--- config.mk ---
export PLATFORM = sky130hd
export DESIGN_NAME = adcas_top
export DESIGN_NICKNAME = d
export VERILOG_FILES = /design/src/adcas_pkg.sv /design/src/adcas_fifo_if.sv /design/src/adcas_fifo.sv /design/src/adcas_scan.sv /design/src/adcas_top.sv
export SDC_FILE = /design/constraint.sdc
export NUM_CORES = 1
export LEC_CHECK = 0
export BUFFER_PORTS_ARGS = -buffer_cell sky130_fd_sc_hd__buf_2
export CELL_PAD_IN_SITES_DETAIL_PLACEMENT = 1
export CELL_PAD_IN_SITES_GLOBAL_PLACEMENT = 2
export CORE_ASPECT_RATIO = 0.6
export CORE_MARGIN = 4
export CORE_UTILIZATION = 32
export CTS_BUF_LIST = sky130_fd_sc_hd__clkbuf_16
export DETAILED_ROUTE_END_ITERATION = 16
export PLACE_DENSITY = 0.74
export SYNTH_ARGS = -nofsm -noshare
export SYNTH_HDL_FRONTEND = slang
export SYNTH_HIERARCHICAL = 1
export SYNTH_SLANG_ARGS = --single-unit
--- constraint.sdc ---
create_clock -name clk_in -period 3.1 [get_ports clk_in]
set_clock_uncertainty 0.2 [all_clocks]
set_input_delay 0.62 -clock clk_in [delete_from_list [all_inputs] [get_ports clk_in]]
set_output_delay 0.62 -clock clk_in [all_outputs]
set_load 0.1 [all_outputs]
--- src/adcas_pkg.sv ---
/*
  Constants, types and decode functions shared by the converter setup block.
  Assumes a 32-bit register port with byte offsets and one 200 MHz clock.
*/
package adcas_pkg;

  // Register byte offsets
  localparam logic [7:0] ADCAS_OFF_COMMAND  = 8'h00;
  localparam logic [7:0] ADCAS_OFF_SCAN_CFG = 8'h08;
  localparam logic [7:0] ADCAS_OFF_ANALOG   = 8'h10;
  localparam logic [7:0] ADCAS_OFF_SLOTS_LO = 8'h18;
  localparam logic [7:0] ADCAS_OFF_SLOTS_HI = 8'h1C;
  localparam logic [7:0] ADCAS_OFF_PACKING  = 8'h20;
  localparam logic [7:0] ADCAS_OFF_DMA      = 8'h28;
  localparam logic [7:0] ADCAS_OFF_STATUS   = 8'h2C;
  localparam logic [7:0] ADCAS_OFF_RESULT   = 8'h44;

  // Analog control field positions
  localparam int ADCAS_ANA_RES_LSB    = 17;
  localparam int ADCAS_ANA_BIAS       = 16;
  localparam int ADCAS_ANA_CHOP       = 15;
  localparam int ADCAS_ANA_INBUF      = 14;
  localparam int ADCAS_ANA_INBUF_CHOP = 13;
  localparam int ADCAS_ANA_GAIN_LSB   = 11;
  localparam int ADCAS_ANA_DIFF       = 10;
  localparam int ADCAS_ANA_VREF_LSB   = 4;
  localparam int ADCAS_ANA_VREF_CHOP  = 3;
  localparam int ADCAS_ANA_SCF_BYPASS = 2;
  localparam int ADCAS_ANA_TS_ON      = 1;
  localparam int ADCAS_ANA_TSEXT      = 0;
  localparam logic [31:0] ADCAS_ANA_MASK  = 32'h0007_FC3F;
  localparam logic [31:0] ADCAS_ANA_RESET = 32'h0000_A810;

  // Other field positions
  localparam int ADCAS_CMD_START    = 0;
  localparam int ADCAS_CFG_LEN_LSB  = 16;
  localparam int ADCAS_PACK_WIDE    = 0;
  localparam int ADCAS_DMA_EN       = 0;
  localparam int ADCAS_DMA_THL_LSB  = 1;
  localparam int ADCAS_STAT_CNT_LSB = 3;
  localparam int ADCAS_STAT_FULL    = 2;
  localparam int ADCAS_STAT_NE      = 1;
  localparam int ADCAS_STAT_ACT     = 0;

  // Sizes
  localparam int ADCAS_FIFO_DEPTH = 16;
  localparam int ADCAS_FIFO_W     = 32;
  localparam int ADCAS_PTR_W      = 4;
  localparam int ADCAS_CNT_W      = 5;
  localparam int ADCAS_SLOTS      = 16;
  localparam int ADCAS_HALF_W     = 16;

  typedef enum logic [1:0] {
    ADCAS_RES_12B_FAST,
    ADCAS_RES_14B,
    ADCAS_RES_16B_MID,
    ADCAS_RES_16B_SLOW
  } adcas_res_t;

  typedef struct packed {
    logic reserved;
    logic temp;
  } adcas_slot_info_t;

  // Threshold code to entry count
  function automatic logic [ADCAS_CNT_W-1:0] adcas_threshold(input logic [1:0] code);
    case (code)
      2'h0:    adcas_threshold = 5'h01;
      2'h1:    adcas_threshold = 5'h04;
      2'h2:    adcas_threshold = 5'h08;
      default: adcas_threshold = 5'h10;
    endcase
  endfunction

  // Source code classification per input polarity
  function automatic adcas_slot_info_t adcas_decode_slot(input logic diff,
                                                         input logic [3:0] code);
    adcas_slot_info_t info;
    info.temp     = (code == 4'hF);
    if (diff) begin
      info.reserved = (code > 4'h5) && (code != 4'hF);
    end else begin
      info.reserved = (code == 4'hD) || (code == 4'hE);
    end
    adcas_decode_slot = info;
  endfunction

endpackage

--- src/adcas_fifo_if.sv ---
/*
  Carrier between the setup block and its result store.
  Assumes both ends run on the same clock.
*/
`timescale 1ns/1ps
`default_nettype none
interface adcas_fifo_if;
  import adcas_pkg::*;
  logic                    flush;
  logic                    push;
  logic [ADCAS_FIFO_W-1:0] push_data;
  logic                    pop;
  logic [ADCAS_FIFO_W-1:0] head_data;
  logic [ADCAS_CNT_W-1:0]  count;
  logic                    full;
  logic                    empty;

  modport writer (output flush, push, push_data, pop,
                  input  head_data, count, full, empty);
  modport store  (input  flush, push, push_data, pop,
                  output head_data, count, full, empty);
endinterface
`default_nettype wire

--- src/adcas_fifo.sv ---
/*
  Result store: sixteen 32-bit words in flip-flops, flushable.
  Assumes the writer never pops when empty and never pushes when full
  unless popping in the same cycle.
*/
`timescale 1ns/1ps
`default_nettype none
module adcas_fifo (
  // Clock and reset
  input  wire logic        clk_in,
  input  wire logic        rst_n_in,
  input  wire logic        ce_in,
  // Result store port
  adcas_fifo_if.store      fifo_if
);
  import adcas_pkg::*;

  typedef struct packed {
    logic [ADCAS_FIFO_DEPTH-1:0][ADCAS_FIFO_W-1:0] mem;
    logic [ADCAS_PTR_W-1:0]                        wr_ptr;
    logic [ADCAS_PTR_W-1:0]                        rd_ptr;
    logic [ADCAS_CNT_W-1:0]                        count;
  } adcas_fifo_state_t;

  adcas_fifo_state_t state_reg;
  adcas_fifo_state_t state_next;
  logic              do_push;
  logic              do_pop;

  assign fifo_if.head_data = state_reg.mem[state_reg.rd_ptr];
  assign fifo_if.count     = state_reg.count;
  assign fifo_if.full      = (state_reg.count == ADCAS_CNT_W'(ADCAS_FIFO_DEPTH));
  assign fifo_if.empty     = (state_reg.count == '0);
  assign do_pop            = fifo_if.pop && !fifo_if.empty;
  assign do_push           = fifo_if.push && (!fifo_if.full || do_pop);

  always_comb begin
    state_next = state_reg;
    if (fifo_if.flush) begin
      state_next.wr_ptr = '0;
      state_next.rd_ptr = '0;
      state_next.count  = '0;
    end else begin
      if (do_push) begin
        state_next.mem[state_reg.wr_ptr] = fifo_if.push_data;
        state_next.wr_ptr = state_reg.wr_ptr + 4'h1;
      end
      if (do_pop) begin
        state_next.rd_ptr = state_reg.rd_ptr + 4'h1;
      end
      state_next.count = state_reg.count + ADCAS_CNT_W'(do_push) - ADCAS_CNT_W'(do_pop);
    end
  end

  always_ff @(posedge clk_in or negedge rst_n_in) begin
    if (!rst_n_in) begin
      state_reg <= '0;
    end else if (ce_in) begin
      state_reg <= state_next;
    end
  end
endmodule
`default_nettype wire

--- src/adcas_scan.sv ---
/*
  Scan sequencer: walks the programmed slots and presents the current source.
  Assumes one step pulse per finished conversion from the same clock.
*/
`timescale 1ns/1ps
`default_nettype none
module adcas_scan (
  // Clock and reset
  input  wire logic                             clk_in,
  input  wire logic                             rst_n_in,
  input  wire logic                             ce_in,
  // Control
  input  wire logic                             active_in,
  input  wire logic                             restart_in,
  input  wire logic                             step_in,
  input  wire logic [3:0]                       len_in,
  input  wire logic                             diff_in,
  input  wire logic [adcas_pkg::ADCAS_SLOTS-1:0][3:0] slots_in,
  // Current slot
  output logic      [3:0]                       slot_index_out,
  output logic      [3:0]                       slot_source_out,
  output logic                                  slot_reserved_out,
  output logic                                  slot_temp_out
);
  import adcas_pkg::*;

  typedef struct packed {
    logic [3:0]       idx;
    logic [3:0]       code;
    adcas_slot_info_t info;
  } adcas_scan_state_t;

  adcas_scan_state_t state_reg;
  adcas_scan_state_t state_next;

  always_comb begin
    state_next = state_reg;
    if (restart_in) begin
      state_next.idx = 4'h0;
    end else if (active_in && step_in) begin
      // Wrap after len+1 slots
      state_next.idx = (state_reg.idx >= len_in) ? 4'h0 : state_reg.idx + 4'h1;
    end
    state_next.code = slots_in[state_next.idx];
    state_next.info = adcas_decode_slot(diff_in, state_next.code);
  end

  always_ff @(posedge clk_in or negedge rst_n_in) begin
    if (!rst_n_in) begin
      state_reg <= '0;
    end else if (ce_in) begin
      state_reg <= state_next;
    end
  end

  assign slot_index_out    = state_reg.idx;
  assign slot_source_out   = state_reg.code;
  assign slot_reserved_out = state_reg.info.reserved;
  assign slot_temp_out     = state_reg.info.temp;
endmodule
`default_nettype wire

--- src/adcas_top.sv ---
/*
  Converter setup block: analog configuration, scan sequence, result packing
  and DMA request logic behind a simple register port.
  Assumes the converter gives one-cycle result strobes on this clock and the
  DMA controller acknowledges words on this clock.
*/
// The plain strobed port was decided locally.
`timescale 1ns/1ps
`default_nettype none
module adcas_top (
  // Clock, reset, enable
  input  wire logic                              clk_in,
  input  wire logic                              rst_n_in,
  input  wire logic                              ce_in,
  // Register port
  input  wire logic [7:0]                        addr_in,
  input  wire logic [31:0]                       wdata_in,
  input  wire logic                              wr_in,
  input  wire logic                              rd_in,
  output logic      [31:0]                       rdata_out,
  // Converter results
  input  wire logic                              conv_valid_in,
  input  wire logic [adcas_pkg::ADCAS_HALF_W-1:0] conv_data_in,
  output logic                                   conv_active_out,
  // Analog settings
  output adcas_pkg::adcas_res_t                  resolution_out,
  output logic                                   bias_half_out,
  output logic                                   mod_chop_out,
  output logic                                   inbuf_on_out,
  output logic                                   inbuf_chop_out,
  output logic      [1:0]                        amp_gain_out,
  output logic                                   differential_out,
  output logic      [1:0]                        vref_select_out,
  output logic                                   vref_chop_out,
  output logic                                   vref_filter_bypass_out,
  output logic                                   temp_sensor_on_out,
  output logic                                   temp_diode_ext_out,
  // Current scan slot
  output logic      [3:0]                        slot_index_out,
  output logic      [3:0]                        slot_source_out,
  output logic                                   slot_reserved_out,
  output logic                                   slot_temp_out,
  // DMA handshake
  output logic                                   dma_req_out,
  input  wire logic                              dma_ack_in,
  output logic      [adcas_pkg::ADCAS_FIFO_W-1:0] dma_data_out
);
  import adcas_pkg::*;

  typedef struct packed {
    logic [31:0]             analog;
    logic [31:0]             slots_lo;
    logic [31:0]             slots_hi;
    logic                    active;
    logic [3:0]              scan_len;
    logic                    pack_wide;
    logic                    dma_en;
    logic [1:0]              dma_thl;
    logic                    mod_chop;
    logic                    half_held;
    logic [ADCAS_HALF_W-1:0] half_lo;
    logic [31:0]             rdata;
  } adcas_top_state_t;

  adcas_top_state_t state_reg;
  adcas_top_state_t state_next;

  adcas_fifo_if fifo_bus ();

  logic                          wr_hit_cmd;
  logic                          start_write;
  logic                          result_read;
  logic                          dma_pop;
  logic [ADCAS_SLOTS-1:0][3:0]   slot_table;
  logic [31:0]                   status_word;

  // Register write and result read decode
  assign wr_hit_cmd  = wr_in && (addr_in == ADCAS_OFF_COMMAND);
  assign start_write = wr_hit_cmd && wdata_in[ADCAS_CMD_START];
  assign result_read = rd_in && (addr_in == ADCAS_OFF_RESULT);

  // Slot n sits at nibble n, low register first
  assign slot_table = {state_reg.slots_hi, state_reg.slots_lo};

  assign status_word = {24'h000000, fifo_bus.count, fifo_bus.full, !fifo_bus.empty,
                        state_reg.active};

  // Request tracks fill level; gated off at once by enable
  assign dma_req_out = state_reg.dma_en &&
                       (fifo_bus.count >= adcas_threshold(state_reg.dma_thl));
  assign dma_pop     = dma_ack_in && state_reg.dma_en;

  // Result store control
  assign fifo_bus.flush = start_write;
  assign fifo_bus.pop   = (dma_pop || result_read) && !start_write;
  assign dma_data_out   = fifo_bus.head_data;

  always_comb begin
    state_next       = state_reg;
    state_next.rdata = 32'h0000_0000;
    fifo_bus.push      = 1'b0;
    fifo_bus.push_data = 32'h0000_0000;

    // Register writes
    if (wr_in) begin
      case (addr_in)
        ADCAS_OFF_COMMAND: begin
          state_next.active = wdata_in[ADCAS_CMD_START];
        end
        ADCAS_OFF_SCAN_CFG: begin
          state_next.scan_len = wdata_in[ADCAS_CFG_LEN_LSB +: 4];
        end
        ADCAS_OFF_ANALOG: begin
          state_next.analog = wdata_in & ADCAS_ANA_MASK;
        end
        ADCAS_OFF_SLOTS_LO: begin
          state_next.slots_lo = wdata_in;
        end
        ADCAS_OFF_SLOTS_HI: begin
          state_next.slots_hi = wdata_in;
        end
        ADCAS_OFF_PACKING: begin
          state_next.pack_wide = wdata_in[ADCAS_PACK_WIDE];
        end
        ADCAS_OFF_DMA: begin
          state_next.dma_en  = wdata_in[ADCAS_DMA_EN];
          state_next.dma_thl = wdata_in[ADCAS_DMA_THL_LSB +: 2];
        end
        default: begin
        end
      endcase
    end

    // Register reads, data one cycle later
    if (rd_in) begin
      case (addr_in)
        ADCAS_OFF_COMMAND:  state_next.rdata = {31'h00000000, state_reg.active};
        ADCAS_OFF_SCAN_CFG: state_next.rdata = {12'h000, state_reg.scan_len, 16'h0000};
        ADCAS_OFF_ANALOG:   state_next.rdata = state_reg.analog;
        ADCAS_OFF_SLOTS_LO: state_next.rdata = state_reg.slots_lo;
        ADCAS_OFF_SLOTS_HI: state_next.rdata = state_reg.slots_hi;
        ADCAS_OFF_PACKING:  state_next.rdata = {31'h00000000, state_reg.pack_wide};
        ADCAS_OFF_DMA:      state_next.rdata = {29'h00000000, state_reg.dma_thl,
                                                state_reg.dma_en};
        ADCAS_OFF_STATUS:   state_next.rdata = status_word;
        ADCAS_OFF_RESULT:   state_next.rdata = fifo_bus.empty ? 32'h0000_0000
                                                              : fifo_bus.head_data;
        default:            state_next.rdata = 32'h0000_0000;
      endcase
    end

    // Chopper only meaningful in the 12-bit mode
    state_next.mod_chop = state_next.analog[ADCAS_ANA_CHOP] &&
                          (state_next.analog[ADCAS_ANA_RES_LSB +: 2] ==
                           2'(ADCAS_RES_12B_FAST));

    // Result packing
    if (start_write) begin
      state_next.half_held = 1'b0;
    end else if (conv_valid_in && state_reg.active) begin
      if (!state_reg.pack_wide) begin
        fifo_bus.push      = 1'b1;
        fifo_bus.push_data = {16'h0000, conv_data_in};
      end else if (!state_reg.half_held) begin
        state_next.half_held = 1'b1;
        state_next.half_lo   = conv_data_in;
      end else begin
        // First result low half, second high half
        fifo_bus.push        = 1'b1;
        fifo_bus.push_data   = {conv_data_in, state_reg.half_lo};
        state_next.half_held = 1'b0;
      end
    end
  end

  always_ff @(posedge clk_in or negedge rst_n_in) begin
    if (!rst_n_in) begin
      state_reg          <= '0;
      state_reg.analog   <= ADCAS_ANA_RESET;
      state_reg.mod_chop <= 1'b1;
    end else if (ce_in) begin
      state_reg <= state_next;
    end
  end

  adcas_fifo u_fifo (
    .clk_in   (clk_in),
    .rst_n_in (rst_n_in),
    .ce_in    (ce_in),
    .fifo_if  (fifo_bus.store)
  );

  adcas_scan u_scan (
    .clk_in            (clk_in),
    .rst_n_in          (rst_n_in),
    .ce_in             (ce_in),
    .active_in         (state_reg.active),
    .restart_in        (start_write),
    .step_in           (conv_valid_in),
    .len_in            (state_reg.scan_len),
    .diff_in           (state_reg.analog[ADCAS_ANA_DIFF]),
    .slots_in          (slot_table),
    .slot_index_out    (slot_index_out),
    .slot_source_out   (slot_source_out),
    .slot_reserved_out (slot_reserved_out),
    .slot_temp_out     (slot_temp_out)
  );

  // Analog settings straight from the control register; chopper also gated by the 12-bit mode
  assign resolution_out         = adcas_res_t'(state_reg.analog[ADCAS_ANA_RES_LSB +: 2]);
  assign bias_half_out          = state_reg.analog[ADCAS_ANA_BIAS];
  assign mod_chop_out           = state_reg.mod_chop;
  assign inbuf_on_out           = state_reg.analog[ADCAS_ANA_INBUF];
  assign inbuf_chop_out         = state_reg.analog[ADCAS_ANA_INBUF_CHOP];
  assign amp_gain_out           = state_reg.analog[ADCAS_ANA_GAIN_LSB +: 2];
  assign differential_out       = state_reg.analog[ADCAS_ANA_DIFF];
  assign vref_select_out        = state_reg.analog[ADCAS_ANA_VREF_LSB +: 2];
  assign vref_chop_out          = state_reg.analog[ADCAS_ANA_VREF_CHOP];
  assign vref_filter_bypass_out = state_reg.analog[ADCAS_ANA_SCF_BYPASS];
  assign temp_sensor_on_out     = state_reg.analog[ADCAS_ANA_TS_ON];
  assign temp_diode_ext_out     = state_reg.analog[ADCAS_ANA_TSEXT];
  assign conv_active_out        = state_reg.active;
  assign rdata_out              = state_reg.rdata;
endmodule
`default_nettype wire

======== Word-level counts from Yosys, hierarchy flattened ========
Cells that the tools add are included.
word-level totals
  flip-flop bits (word level) ............. 673
  input port bits ......................... 63
  output and inout port bits .............. 91
  word-level logic and storage cells ...... 142
operators by class
  $add $sub $neg .......................... 5
  magnitude comparators ................... 7
  eq/ne operators ......................... 15
  multiplexer cells ....................... 39
  bitwise operators ....................... 2
  reductions and logical operators ........ 38
operator list
  cell                   number
  $bwmux W512            1
  $mux W32               10
  $pmux W32 S9           1
  $bmux W32 S4           1
  $demux W32 S4          1
  $mux W92               1
  $mux W17               2
  $mux W4                7
  $reduce_and A3 Y1      9
  $eq A8 B5 Y1 const B   3
  $eq A8 B6 Y1 const B   3
  $mux W19               1
  $bmux W4 S4            1
  $mux W16               1
  $lt A4 B5 Y1 const B   3
  $pmux W5 S3            1
  $mux W13               1
  $add A4 B1 Y4 const B  3
  $eq A4 B4 Y1 const B   3
  $logic_and A1 B1 Y1    12
  $mux W1                9
  $eq A8 B4 Y1 const B   1
  $eq A8 B7 Y1 const B   1
  $logic_not A8 Y1       1
  19 further kinds       29

======== Longest topological paths before layout ========
Gate-level depths: netlist (run 1).
  word-level depth ........................ 11
  gate-level depth with buffers ........... 14
  gate-level depth less buffers ........... 12

======== Hierarchy ========
The synthesis (run 1) kept the hierarchy.
by module, submodules not included
  module      instances  cells an instance  area an instance (um^2)  sequential area each (um^2)
  adcas_fifo  1          1519               24136.9                  13137.6
  adcas_top   1          559                6894.1                   3459.6
  adcas_scan  1          156                1366.3                   250.2

======== Least setup slack after synthesis (run 1) ========
No wires, ideal clock.
  kind .................................... register to register
  from .................................... register u_scan.state_reg (netlist bit u_scan/slot_index_out[0])
  to ...................................... register u_scan.state_reg (netlist bit u_scan/slot_reserved_out)
  setup time .............................. 140 ps
  arrival ................................. 3634 ps
  required time ........................... 2760 ps
  path slack .............................. -874 ps
  cell stages (with the launch flop) ...... 13
  buffers on the path ..................... 1
  clock period less this slack ............ 3974 ps
  path through ............................ dfrtp_1 -> inv_1 -> ha_1 -> nor3b_2 -> nor2_1 -> o21ai_4 -> buf_4 -> mux2i_1 -> o22ai_1 -> or4_4 -> and2_1 -> mux2i_1 -> a31oi_1
on the way
  word-level cells in the longest chain between the ends .. 9
  elaborated cells on any way between the ends .. 14
  those cells by class .................... 1 x add/sub; 2 x order compare; 3 x eq/ne; 6 x mux; 2 x reduce/logical
ends and longest elaborated chain
  what                                                              RTL line                          source
  start: declaration                                                adcas_scan.sv:33                  adcas_scan_state_t state_reg;
  start signal: assignment                                          adcas_scan.sv:52                  state_reg <= state_next;
  $add A4 B1 Y4 / $ge A4 B4 Y1 (equally long branches)              adcas_scan.sv:42                  state_next.idx = (state_reg.idx >= len_in) ? 4'h0 : state_reg.idx + 4'h1;
  $mux W4                                                           adcas_scan.sv:42
  $mux W4 (*)                                                       adcas_scan.sv:40                  end else if (active_in && step_in) begin
  $mux W4 (*)                                                       adcas_scan.sv:38                  if (restart_in) begin
  $bmux W4 S4 (*)                                                   adcas_scan.sv:44                  state_next.code = slots_in[state_next.idx];
  $mux W4 (not written as such) (*)                                 adcas_scan.sv:44
  $gt A4 B3 Y1, or another cell as far along                        adcas_pkg.sv:81                   info.reserved = (code > 4'h5) && (code != 4'hF);
  $logic_and A1 B1 Y1 / $logic_or A1 B1 Y1 (equally long branches)  adcas_pkg.sv:81, adcas_pkg.sv:83
  $mux W1 (*)                                                       adcas_pkg.sv:80                   if (diff) begin
Mark *: on every way between the ends. The rest lies on a longest branch, timed or not. The select of a mux whose other input is x is not followed.
A chain may end at the register's enable or synchronous reset.

======== Worst setup path after layout (run 1) ========
  from .................................... register u_fifo/state_reg[5] in the netlist's numbering
  to ...................................... output port dma_data_out[15] in the netlist's numbering
on the way
  word-level cells in the longest chain between the ends .. 2
ends and longest elaborated chain
  what                            RTL line          source
  start: declaration              adcas_fifo.sv:25  adcas_fifo_state_t state_reg;
  start signal: assignment        adcas_fifo.sv:59  state_reg <= state_next;
  $bmux W32 S4                    adcas_fifo.sv:30  assign fifo_if.head_data = state_reg.mem[state_reg.rd_ptr];
  $mux W32 (not written as such)  adcas_fifo.sv:30
  end: declaration                adcas_top.sv:46   output logic [adcas_pkg::ADCAS_FIFO_W-1:0] dma_data_out
Every way passes these cells. The select of a mux whose other input is x is not followed.

==> impl_metrics.yaml, run 1 <==
routing:
  firstDrtPassIters: 5
  route.detailed.drc: 0
  ant_nets: 0
  routed_wl_um: 111000
  via_per_inst: 5.51
  via_count: 21800
  wl_per_cell_um: 28.1
  drt_iter0_markers: 1674
synthesis:
  ys_seq_elements: 673
  synth_compound_area_share_pct: 7.03
  yosysWarnings: 6
  syn_avg_cell_area_um2: 14.5
  synth_edf_count: 0
  ys_seq_area_share_pct: 52.0
  synthArstFlopShare_pct: 100
  ys.flop_type: "dfrtp_1"
  syn_nets: 2317
  synthSimpleGateAreaFrac_pct: 3.72
  synthDistinctLibCells: 85
  synth_top_family_by_area: "multiplexers"
  synth_adder_area_share_pct: 0.796
  synthXorXnorAreaFrac_pct: 0.108
  syn_inst: 2234
  synth_mux_area_share_pct: 32.2
  syn_area_um2: 32400
placed_design:
  place_congestion: 0.900
  dpl.hpwl_um: 77300
  io_buffers: 153
  post-place-ws_ns: -0.631
  place_area_um2: 37100
sta:
  period_needed_ns: 3.52
  rsz0062_at_grt: "true"
  drv_slew: 0
  fin_ws_ns: -0.418
  slew_headroom_pct: 31.9
  hold_viol: 0
  max_freq_ghz: 0.284
  tightest_slew_ns: 1.02
  finalCritPeriodShare_pct: 113
  finalSetupViolations: 36
pwr:
  powerDensity_nw_per_um2: 458
  p_leak_nw: 19.6
  max-vdd-ir-drop_v: 0.000433
run_status:
  outcome: "complete, but fails checks"
  failed_checks: "setup timing"
critical_path:
  critical_path_class: "flop to output port"
  crit_fanout: 11
  r2r_setup_slack_ns: -0.24
  cp-start-kind: "flop"
  crit_required_ns: 2.28
  cp-end-kind: "output port"
  crit_arrival_ns: 2.70
finish:
  layout-drive-gt1-share_pct: 57.0
  fillerInstances: 10100
  fin_nets: 2655
  finalCoreUtilization_pct: 41.0
  area_delta_synth_final_pct: 27.0
  largest_reg_flops: 520
  ff_latch_area_um2: 16900
  multi_input_area_um2: 15200
  postLayoutCellArea_um2: 41100
grt:
  antenna_found_initial: 6
  grt_max_degree: 90
  grtUsageTotal_pct: 20.6
  first_global_vias: 23700
  gr-total-overflow: 0
  grt_pass1_wl_um: 163000
min_path:
  hold_class: "primary input to flop"
job:
  max_cap_violations: 0
clock_network:
  cts_buffer_depth: 3
  htree_num_levels: 3
  clock-sinks: 673
  cts_root_buf: "clkbuf_16"
  cts_tree: "done"
  clk_pin_slew_ns: 0.06
  clk_latency_ns: 0.65
  numCtsBuffers: 66
floorplan:
  dieArea_um2: 107000
  io_pins: 154
  die_x_um: 419
  start_util_pct: 32.3
  die_h_um: 254
  coreArea_um2: 100000
  num_rows: 90
-- worst paths after layout --
check	from	endpoint	cells past startpoint
setup reg to reg	u_scan/slot_index_out[3]	u_scan/slot_reserved_out	11
min in group asynchronous	rst_n_in	u_fifo/state_reg[435]	2
hold reg to reg	u_fifo/state_reg[181]	u_fifo/state_reg[181]	1
hold / removal	wdata_in[29]	slot_table[29]	2
setup / recovery	u_fifo/state_reg[5]	dma_data_out[15]	7
max in group asynchronous	rst_n_in	u_fifo/state_reg[164]	3
-- cells in the final DEF (no fill, tap or decap), types with 7 or more instances in the layout --
master | Yosys | routed
dfrtp_1 | 668 | 660
mux2_2 | 575 | 575
buf_4 | 47 | 203
mux4_2 | 128 | 128
buf_2 | 66 | 119
buf_12 | 0 | 115
clkbuf_16 | 0 | 71
a22oi_2 | 0 | 52
a22oi_1 | 103 | 51
mux2_1 | 50 | 50
inv_1 | 31 | 41
a22o_1 | 32 | 32
buf_6 | 15 | 31
nand2_2 | 0 | 29
nor2_1 | 38 | 27
nand2_1 | 55 | 23
o2bb2ai_1 | 21 | 21
mux2i_1 | 35 | 19
and2_1 | 19 | 17
o2111ai_4 | 4 | 17
ha_1 | 19 | 16
o21ai_0 | 16 | 14
clkinv_1 | 0 | 13
buf_8 | 2 | 13
o22ai_1 | 21 | 12
nand2b_1 | 11 | 11
clkinv_2 | 0 | 11
a21oi_1 | 14 | 10
nand3_1 | 10 | 10
mux2_4 | 10 | 10
mux2i_4 | 0 | 9
o21ai_1 | 6 | 8
o22ai_2 | 0 | 8
nand4_1 | 7 | 7
mux2i_2 | 0 | 7
-- through the flow --
step	power [W]	setup TNS, ns	cells	hold slack [ns]
finish	0.0189	-11.54	3955	0.0431
global route	0.0196	-14.97	3955	0.0280
CTS	0.0190	-13.55	3930	0.000280
detailed placement	0.0108	-221.60	3764	0.277
global placement	0.0108	-198.36	3764	0.268
floorplan	0.00996	-1.10	2234	0.124
-- Yosys cell counts (all sizes together) (12+ instances only) --
| master | number | share of area (%) |
|---|---|---|
| a21oi | 14 | 0.22 |
| a22o | 32 | 0.87 |
| a22oi | 103 | 2.4 |
| and2 | 21 | 0.42 |
| buf | 134 | 2.8 |
| clkbuf | 90 | 1.0 |
| dfrtp | 668 | 52 |
| ha | 19 | 0.73 |
| inv | 31 | 0.36 |
| mux2 | 635 | 22 |
| mux2i | 35 | 1.1 |
| mux4 | 128 | 8.9 |
| nand2 | 55 | 0.64 |
| nand3 | 12 | 0.22 |
| nor2 | 38 | 0.44 |
| o2111ai | 19 | 0.96 |
| o21ai | 24 | 0.42 |
| o22ai | 21 | 0.41 |
| o2bb2ai | 21 | 0.57 |
-- worst max-delay path, cell delays in order (launching register included) --
cell and delay (ns):
dfrtp_4 0.43, buf_12 0.18, buf_16 0.18, buf_4 0.13
mux4_2 0.49, a22oi_2 0.23, nand2_2 0.16, buf_6 0.22
-- kinds of logic after synthesis --
family,Yosys count
buffers and inverters,255
AOI/OAI and AO/OA,278
xor gates and xnor gates,4
adders and majority gates,20
muxes,798
and+or+nand+nor,206
DFF,673
-- report_power, final --
group          total, W  internal (W)  leakage (nW)  switching, W
combinational   0.00191      0.000697          9.23       0.00121
sequential      0.00895       0.00886          9.31     0.0000821
clock           0.00800       0.00435          1.07       0.00365
-- cell type report --
| cell class | count | share of cell area, % |
|---|---|---|
| antenna | 1 | 0.00608 |
| clock inverter | 46 | 0.772 |
| timing repair buffer | 494 | 12.7 |
| sequential | 673 | 41.0 |
| inverter | 31 | 0.289 |
| clock buffer | 70 | 4.26 |
| multi-input combinational | 1306 | 36.9 |
| tap | 1334 | 4.06 |
-- repair_timing --
action | 4_1_cts | 5_1_grt
resized for setup | 197 | 98
hold buffers | 6 | 0
cloned | 5 | 1
pin swaps | 43 | 56
buffers inserted | 40 | 26
setup endpoints to repair | 42 | 227
endpoints found under the hold margin | 39 | 0
-- layer usage --
layer	part of all wire, %	track usage, %
met4	1.9	4.86
met3	7.4	6.04
met5	0.036	0
met1	46	29.9
met2	44	30.4
Power figures use the tool's default switching activity.
==> inputs of run 2 (changes only) <==
--- a/config.mk
+++ b/config.mk
@@ -14,6 +14,7 @@
 export CTS_BUF_LIST = sky130_fd_sc_hd__clkbuf_16
 export DETAILED_ROUTE_END_ITERATION = 16
 export PLACE_DENSITY = 0.74
+export RECOVER_POWER = 25
 export SYNTH_ARGS = -nofsm -noshare
 export SYNTH_HDL_FRONTEND = slang
 export SYNTH_HIERARCHICAL = 1
==> run 2 against run 1 <==
  * The flow finishes with violations (capacitance limit, slew limit, setup timing)
  * Count of clock-buffer cells in the layout unchanged
  * Maximum frequency grew 0.21%
  * First-iteration DRC count increased by 0.54%
  * Die area is the same
  * Sequential power barely moved
==> impl_metrics.yaml, run 2 (same netlist as run 1, synthesis figures left out) <==
finish:
  postLayoutCellArea_um2: 41000
  layout-drive-gt1-share_pct: 56.9
  area_delta_synth_final_pct: 26.6
  layout_commonest_cell: "dfrtp_1"
  largest_reg_flops: 520
  instances_no_fill: 3956
  finalCoreUtilization_pct: 40.8
  fin_nets: 2655
  layout_common_cells: "dfrtp_1 (660), mux2_2 (575), buf_4 (199)"
placed_design:
  place_area_um2: 37100
  io_buffers: 153
  place_congestion: 0.900
  dpl.cell_count: 3764
  dpl.hpwl_um: 77300
critical_path:
  crit_family: "buffers and inverters"
  critical_path_class: "flop to output port"
  crit_fanout: 11
  crit_arrival_ns: 2.69
  cp-end-kind: "output port"
  crit_chain: "buf_12 > buf_16 > buf_4 > mux4_2 > a22oi_2 > nand2_2 > buf_6"
  rr_startpoint: "u_scan/slot_index_out[3]"
  path_buf_inv: 4
  cp-start-kind: "flop"
  cpPeakStageDelay_ns: 0.49
  critical_path.slowest_cell: "mux4_2"
  crit_required_ns: 2.28
  crit_start: "u_fifo/state_reg[5]"
routing:
  routed_wl_um: 111000
  via_count: 21800
  firstDrtPassIters: 5
  drt_iter0_markers: 1683
  via_per_inst: 5.51
  route.detailed.drc: 0
  ant_nets: 0
  wl_per_cell_um: 28.1
sta:
  rsz0062_at_grt: "true"
  tightest_slew_ns: 1.87
  finalSetupViolations: 36
  max_freq_ghz: 0.285
  slew_headroom_pct: -25.0
  finalCritPeriodShare_pct: 113
  fin_ws_ns: -0.411
  drv_slew: 48
  period_needed_ns: 3.51
  setup_tns_ns: -11.55
  hold_viol: 0
job:
  max_cap_violations: 1
floorplan:
  die_h_um: 254
  dieArea_um2: 107000
  num_rows: 90
  die_x_um: 419
  start_util_pct: 32.3
  io_pins: 154
  coreArea_um2: 100000
grt:
  grt_pass1_wl_um: 163000
  grt_max_degree: 90
  first_global_vias: 23700
  gr-total-overflow: 0
  grtUsageTotal_pct: 20.6
  antenna_found_initial: 6
run_status:
  outcome: "complete, but fails checks"
  failed_checks: "capacitance limit, slew limit, setup timing"
clock_network:
  clk_latency_ns: 0.65
  numCtsBuffers: 66
  htree_num_levels: 3
  clock-sinks: 673
  cts_tree: "done"
  clk_pin_slew_ns: 0.07
  cts_root_buf: "clkbuf_16"
  cts_buffer_depth: 3
pwr:
  max-vdd-ir-drop_v: 0.000436
  p_leak_nw: 19.6
  powerDensity_nw_per_um2: 459
  total_power_w: 0.0188
min_path:
  hold_start: "wdata_in[29]"
  hold_class: "primary input to flop"
[run 2: cell types whose count changed in the layout (fill, tap and decap cells not counted), moves of 3 or more]
cell      delta
buf_12       -7
buf_4        -4
clkbuf_1     +3
clkbuf_2     +4
clkbuf_4     +4
[run 2: area by class of cell]
class | instances | area (um^2)
Antenna cell | 2 | 5.00
Clock buffer | 70 | 1750
Clock inverter | 46 | 318
Fill cell | 10100 | 59400
Inverter | 31 | 119
Multi-Input combinational cell | 1306 | 15200
Sequential cell | 673 | 16900
Tap cell | 1334 | 1670
Timing Repair Buffer | 494 | 5100
[run 2: layer usage]
| layer | vias to the layer above | track usage (%) | share of wire, % |
|---|---|---|---|
| li1 | 9085 | - | - |
| met1 | 12000 | 29.9 | 47 |
| met2 | 567 | 30.4 | 44 |
| met3 | 147 | 6.04 | 6.9 |
| met4 | 6 | 4.86 | 1.8 |
| met5 | - | 0 | 0.037 |
[run 2: worst paths after layout]
check	to	slack, ns	cells after the start
min in group asynchronous	u_fifo/state_reg[435]	0.84	2
setup reg to reg	u_scan/slot_reserved_out	-0.24	11
hold / removal	slot_table[29]	0.04	2
setup / recovery	dma_data_out[15]	-0.41	7
max in group asynchronous	rdata_out[25]	0.07	3
hold reg to reg	u_fifo/state_reg[181]	0.29	1
[run 2: timing repair]
| item | in CTS | in global routing |
|---|---|---|
| setup endpoints to repair | 42 | 227 |
| pin swaps | 43 | 56 |
| cloned | 5 | 1 |
| resized for setup | 197 | 98 |
| setup buffers | 40 | 26 |
| hold buffers | 6 | 0 |
| hold endpoints to repair | 39 | 0 |
[run 2: power by group]
| part | leakage, nW | internal (W) | switching (W) |
|---|---|---|---|
| Sequential | 9.31 | 0.00887 | 0.0000822 |
| Clock | 1.07 | 0.00435 | 0.00365 |
| Combinational | 9.18 | 0.000681 | 0.00121 |
[run 2: per-stage QoR]
step                setup WS [ns]  hold WS (ns)
floorplan                  -0.305         0.124
global placement           -0.550         0.268
detailed placement         -0.631         0.277
CTS                        -0.469      0.000280
global route               -0.479        0.0280
finish                     -0.411        0.0392
==> inputs of run 3 (changes only) <==
--- a/config.mk
+++ b/config.mk
@@ -5,6 +5,7 @@
 export SDC_FILE = /design/constraint.sdc
 export NUM_CORES = 1
 export LEC_CHECK = 0
+export ABC_AREA = 1
 export BUFFER_PORTS_ARGS = -buffer_cell sky130_fd_sc_hd__buf_2
 export CELL_PAD_IN_SITES_DETAIL_PLACEMENT = 1
 export CELL_PAD_IN_SITES_GLOBAL_PLACEMENT = 2
@@ -13,7 +14,7 @@
 export CORE_UTILIZATION = 32
 export CTS_BUF_LIST = sky130_fd_sc_hd__clkbuf_16
 export DETAILED_ROUTE_END_ITERATION = 16
-export PLACE_DENSITY = 0.74
+export PLACE_DENSITY = 0.88
 export RECOVER_POWER = 25
 export SYNTH_ARGS = -nofsm -noshare
 export SYNTH_HDL_FRONTEND = slang
==> run 3 against run 2 <==
  * The run still ends with capacitance limit, slew limit, setup timing left
  * Core utilization decreased by 2.2 points
  * Wire length rose by 33%
  * Clock power grew 2%
  * Sequential share of layout area fell by 0.63 points
  * Die area grew 7.3%
  * Register-to-register slack improved by 0.42 ns
  * Global-route usage rose by 4.9 points
  * Worst hold slack better by 0.0034 ns
  * Via count increased by 55%
  * Synthesized cell count rose by 120%
  * Largest power group is now combinational logic
==> impl_metrics.yaml, run 3 <==
pwr:
  powerDensity_nw_per_um2: 747
  p_seq_share_pct: 29.4
  combPwrFrac_pct: 44.4
  max-vdd-ir-drop_v: 0.00118
  power.switching_w: 0.0132
  total_power_w: 0.0311
  swShare_pct: 42.4
  p_int_w: 0.0179
  clkPwrFrac_pct: 26.2
  p_leak_nw: 22.7
routing:
  via_count: 33800
  ant_nets: 0
  routed_wl_um: 148000
  firstDrtPassIters: 5
  wl_per_cell_um: 22.8
  via_per_inst: 5.20
  route.detailed.drc: 0
  drt_iter0_markers: 3496
floorplan:
  coreArea_um2: 108000
  start_util_pct: 32.4
  num_rows: 93
  die_x_um: 434
  io_pins: 154
  dieArea_um2: 114000
  die_h_um: 264
finish:
  fillerInstances: 13300
  layout_commonest_cell: "nand2_1"
  ff_latch_area_um2: 16900
  layout-drive-gt1-share_pct: 13.4
  postLayoutCellArea_um2: 41600
  area_delta_synth_final_pct: 19.6
  fin_nets: 5107
  layout_common_cells: "nand2_1 (2697), dfrtp_1 (663), nand3_1 (335)"
  largest_reg_flops: 520
  finalCoreUtilization_pct: 38.7
  multi_input_area_um2: 15800
synthesis:
  syn_area_um2: 34800
  synth_mux_area_share_pct: 0
  ys_seq_elements: 673
  yosysMostFrequentCell: "nand2_1"
  syn_nets: 5005
  yosysWarnings: 6
  ys_seq_area_share_pct: 48.4
  synth_top_family_by_area: "simple AND/OR/NAND/NOR gates"
  synthTopCellsByCount: "nand2_1 (2734), dfrtp_1 (668), nand3_1 (369)"
  yosys-top-cells-area: "dfrtp_1 (48%), nand2_1 (29%), nand3_1 (5.3%), o21ai_0 (2.5%), inv_1 (2.3%)"
  synth_edf_count: 0
  synth.largest_area_cell: "dfrtp_1"
  synthDistinctLibCells: 40
  synth_top_area_share_pct: 48.0
  ys.flop_type: "dfrtp_1"
  synthSimpleGateAreaFrac_pct: 39.4
  syn_avg_cell_area_um2: 7.08
  synth_adder_area_share_pct: 0.740
  synthXorXnorAreaFrac_pct: 0.151
  synth_compound_area_share_pct: 3.26
  synthArstFlopShare_pct: 100
  syn_inst: 4922
critical_path:
  r2r_setup_slack_ns: 0.18
  cpMostUsedCell: "buf_12"
  crit_chain: "buf_16 > buf_12 > nor2_1 > nor2_1 > o21ai_1 > nand3_1 > nand3_2 > nand2_2 > buf_12 > buf_12"
  cp-end-kind: "output port"
  cpPeakStageDelay_ns: 0.59
  worstRegToRegCells: 7
  cp-start-kind: "flop"
  crit_arrival_ns: 2.55
  critical_path_class: "flop to output port"
  critical_path.slowest_cell: "dfrtp_4"
  crit_fanout: 10
  crit_required_ns: 2.28
grt:
  gr-total-overflow: 0
  grtUsageTotal_pct: 25.5
  antenna_found_initial: 2
  grt_max_degree: 102
  grt_pass1_wl_um: 222000
  first_global_vias: 34000
clock_network:
  cts_root_buf: "clkbuf_16"
  cts_buffer_depth: 3
  clock-sinks: 673
  clk_latency_ns: 0.66
  clk_pin_slew_ns: 0.07
  cts_tree: "done"
  numCtsBuffers: 68
  htree_num_levels: 3
placed_design:
  post-place-ws_ns: -0.289
  io_buffers: 153
  place_congestion: 0.915
  place_area_um2: 38600
  dpl.hpwl_um: 95300
sta:
  finalCritPeriodShare_pct: 109
  rsz0062_at_grt: "true"
  drv_slew: 21
  max_freq_ghz: 0.297
  tightest_slew_ns: 2.02
  slew_headroom_pct: -34.9
  hold_viol: 0
  finalSetupViolations: 32
  fin_ws_ns: -0.272
  period_needed_ns: 3.37
min_path:
  holdPathStages: 3
  hold_class: "primary input to flop"
run_status:
  failed_checks: "capacitance limit, slew limit, setup timing"
  outcome: "complete, but fails checks"
job:
  max_cap_violations: 1
## run 3: path summary, 6_finish.rpt
check | from | endpoint
max | u_fifo/state_reg[5] | dma_data_out[16]
min | wdata_in[2] | state_reg[51]
max reg2reg | conv_active_out | u_fifo/state_reg[444]
min reg2reg | u_fifo/state_reg[109] | u_fifo/state_reg[109]
max in group asynchronous | rst_n_in | u_fifo/state_reg[202]
min in group asynchronous | rst_n_in | u_fifo/state_reg[33]
## run 3: area by class of cell
cell class | instances | share of cell area, %
flip-flops and latches | 673 | 40.5
multi-input cells | 3648 | 37.8
repair buffers | 402 | 10.2
well taps | 1425 | 4.28
clock buffers | 71 | 4.27
inverters | 230 | 2.21
clock inverters | 43 | 0.637
repair inverters | 1 | 0.0391
diodes | 2 | 0.0120
## run 3: critical path: cells and delay by family (launching register included)
kind,cells,cell delay [ns]
compound gates,1,0.08
buf+inv,4,0.68
flops,1,0.59
simple gates,5,0.52
## run 3: per-stage QoR
step	setup TNS, ns	hold WS [ns]	cells
4_1_cts	-8.28	0.00571	6479
6_report	-7.15	0.0426	6495
5_1_grt	-26.67	0.0475	6494
3_3_place_gp	-30.62	0.257	6343
2_1_floorplan	-0.0228	0.124	4922
3_5_place_dp	-55.78	0.260	6343
## run 3: logic make-up after synthesis
kind of cell             after synthesis
adder cells (fa/ha/maj)               20
flip-flops                           673
buffers and inverters                601
AND/OR/NAND/NOR                     3402
AO/OA/AOI/OAI                        220
XOR/XNOR                               6
## run 3: layer usage
| layer | track usage [%] | share of wire [%] | routed length [um] | up-vias |
|---|---|---|---|---|
| met2 | 36.1 | 41 | 60900 | 1163 |
| met5 | 0 | 0 | 0 | - |
| met3 | 5.53 | 8.6 | 12700 | 202 |
| met4 | 6.45 | 2.6 | 3790 | 0 |
| li1 | - | - | - | 15200 |
| met1 | 39.1 | 48 | 70400 | 17200 |
## run 3: power by group through the flow
| stage | sequential (W) | combinational (W) | clock [W] |
|---|---|---|---|
| global route | 0.00915 | 0.0144 | 0.00867 |
| CTS | 0.00913 | 0.0133 | 0.00829 |
| detailed placement | 0.00928 | 0.0122 | 0 |
| finish | 0.00915 | 0.0138 | 0.00814 |
| global placement | 0.00928 | 0.0121 | 0 |
| floorplan | 0.00938 | 0.00652 | 0 |
## run 3: repair_timing
action / in CTS / in global routing
setup endpoints to repair: 33 / 35
cloned: 6 / 4
resized for setup: 108 / 59
setup buffers: 14 / 12
hold buffers: 2 / 0
hold endpoints to repair: 185 / 0
pin swaps: 23 / 35
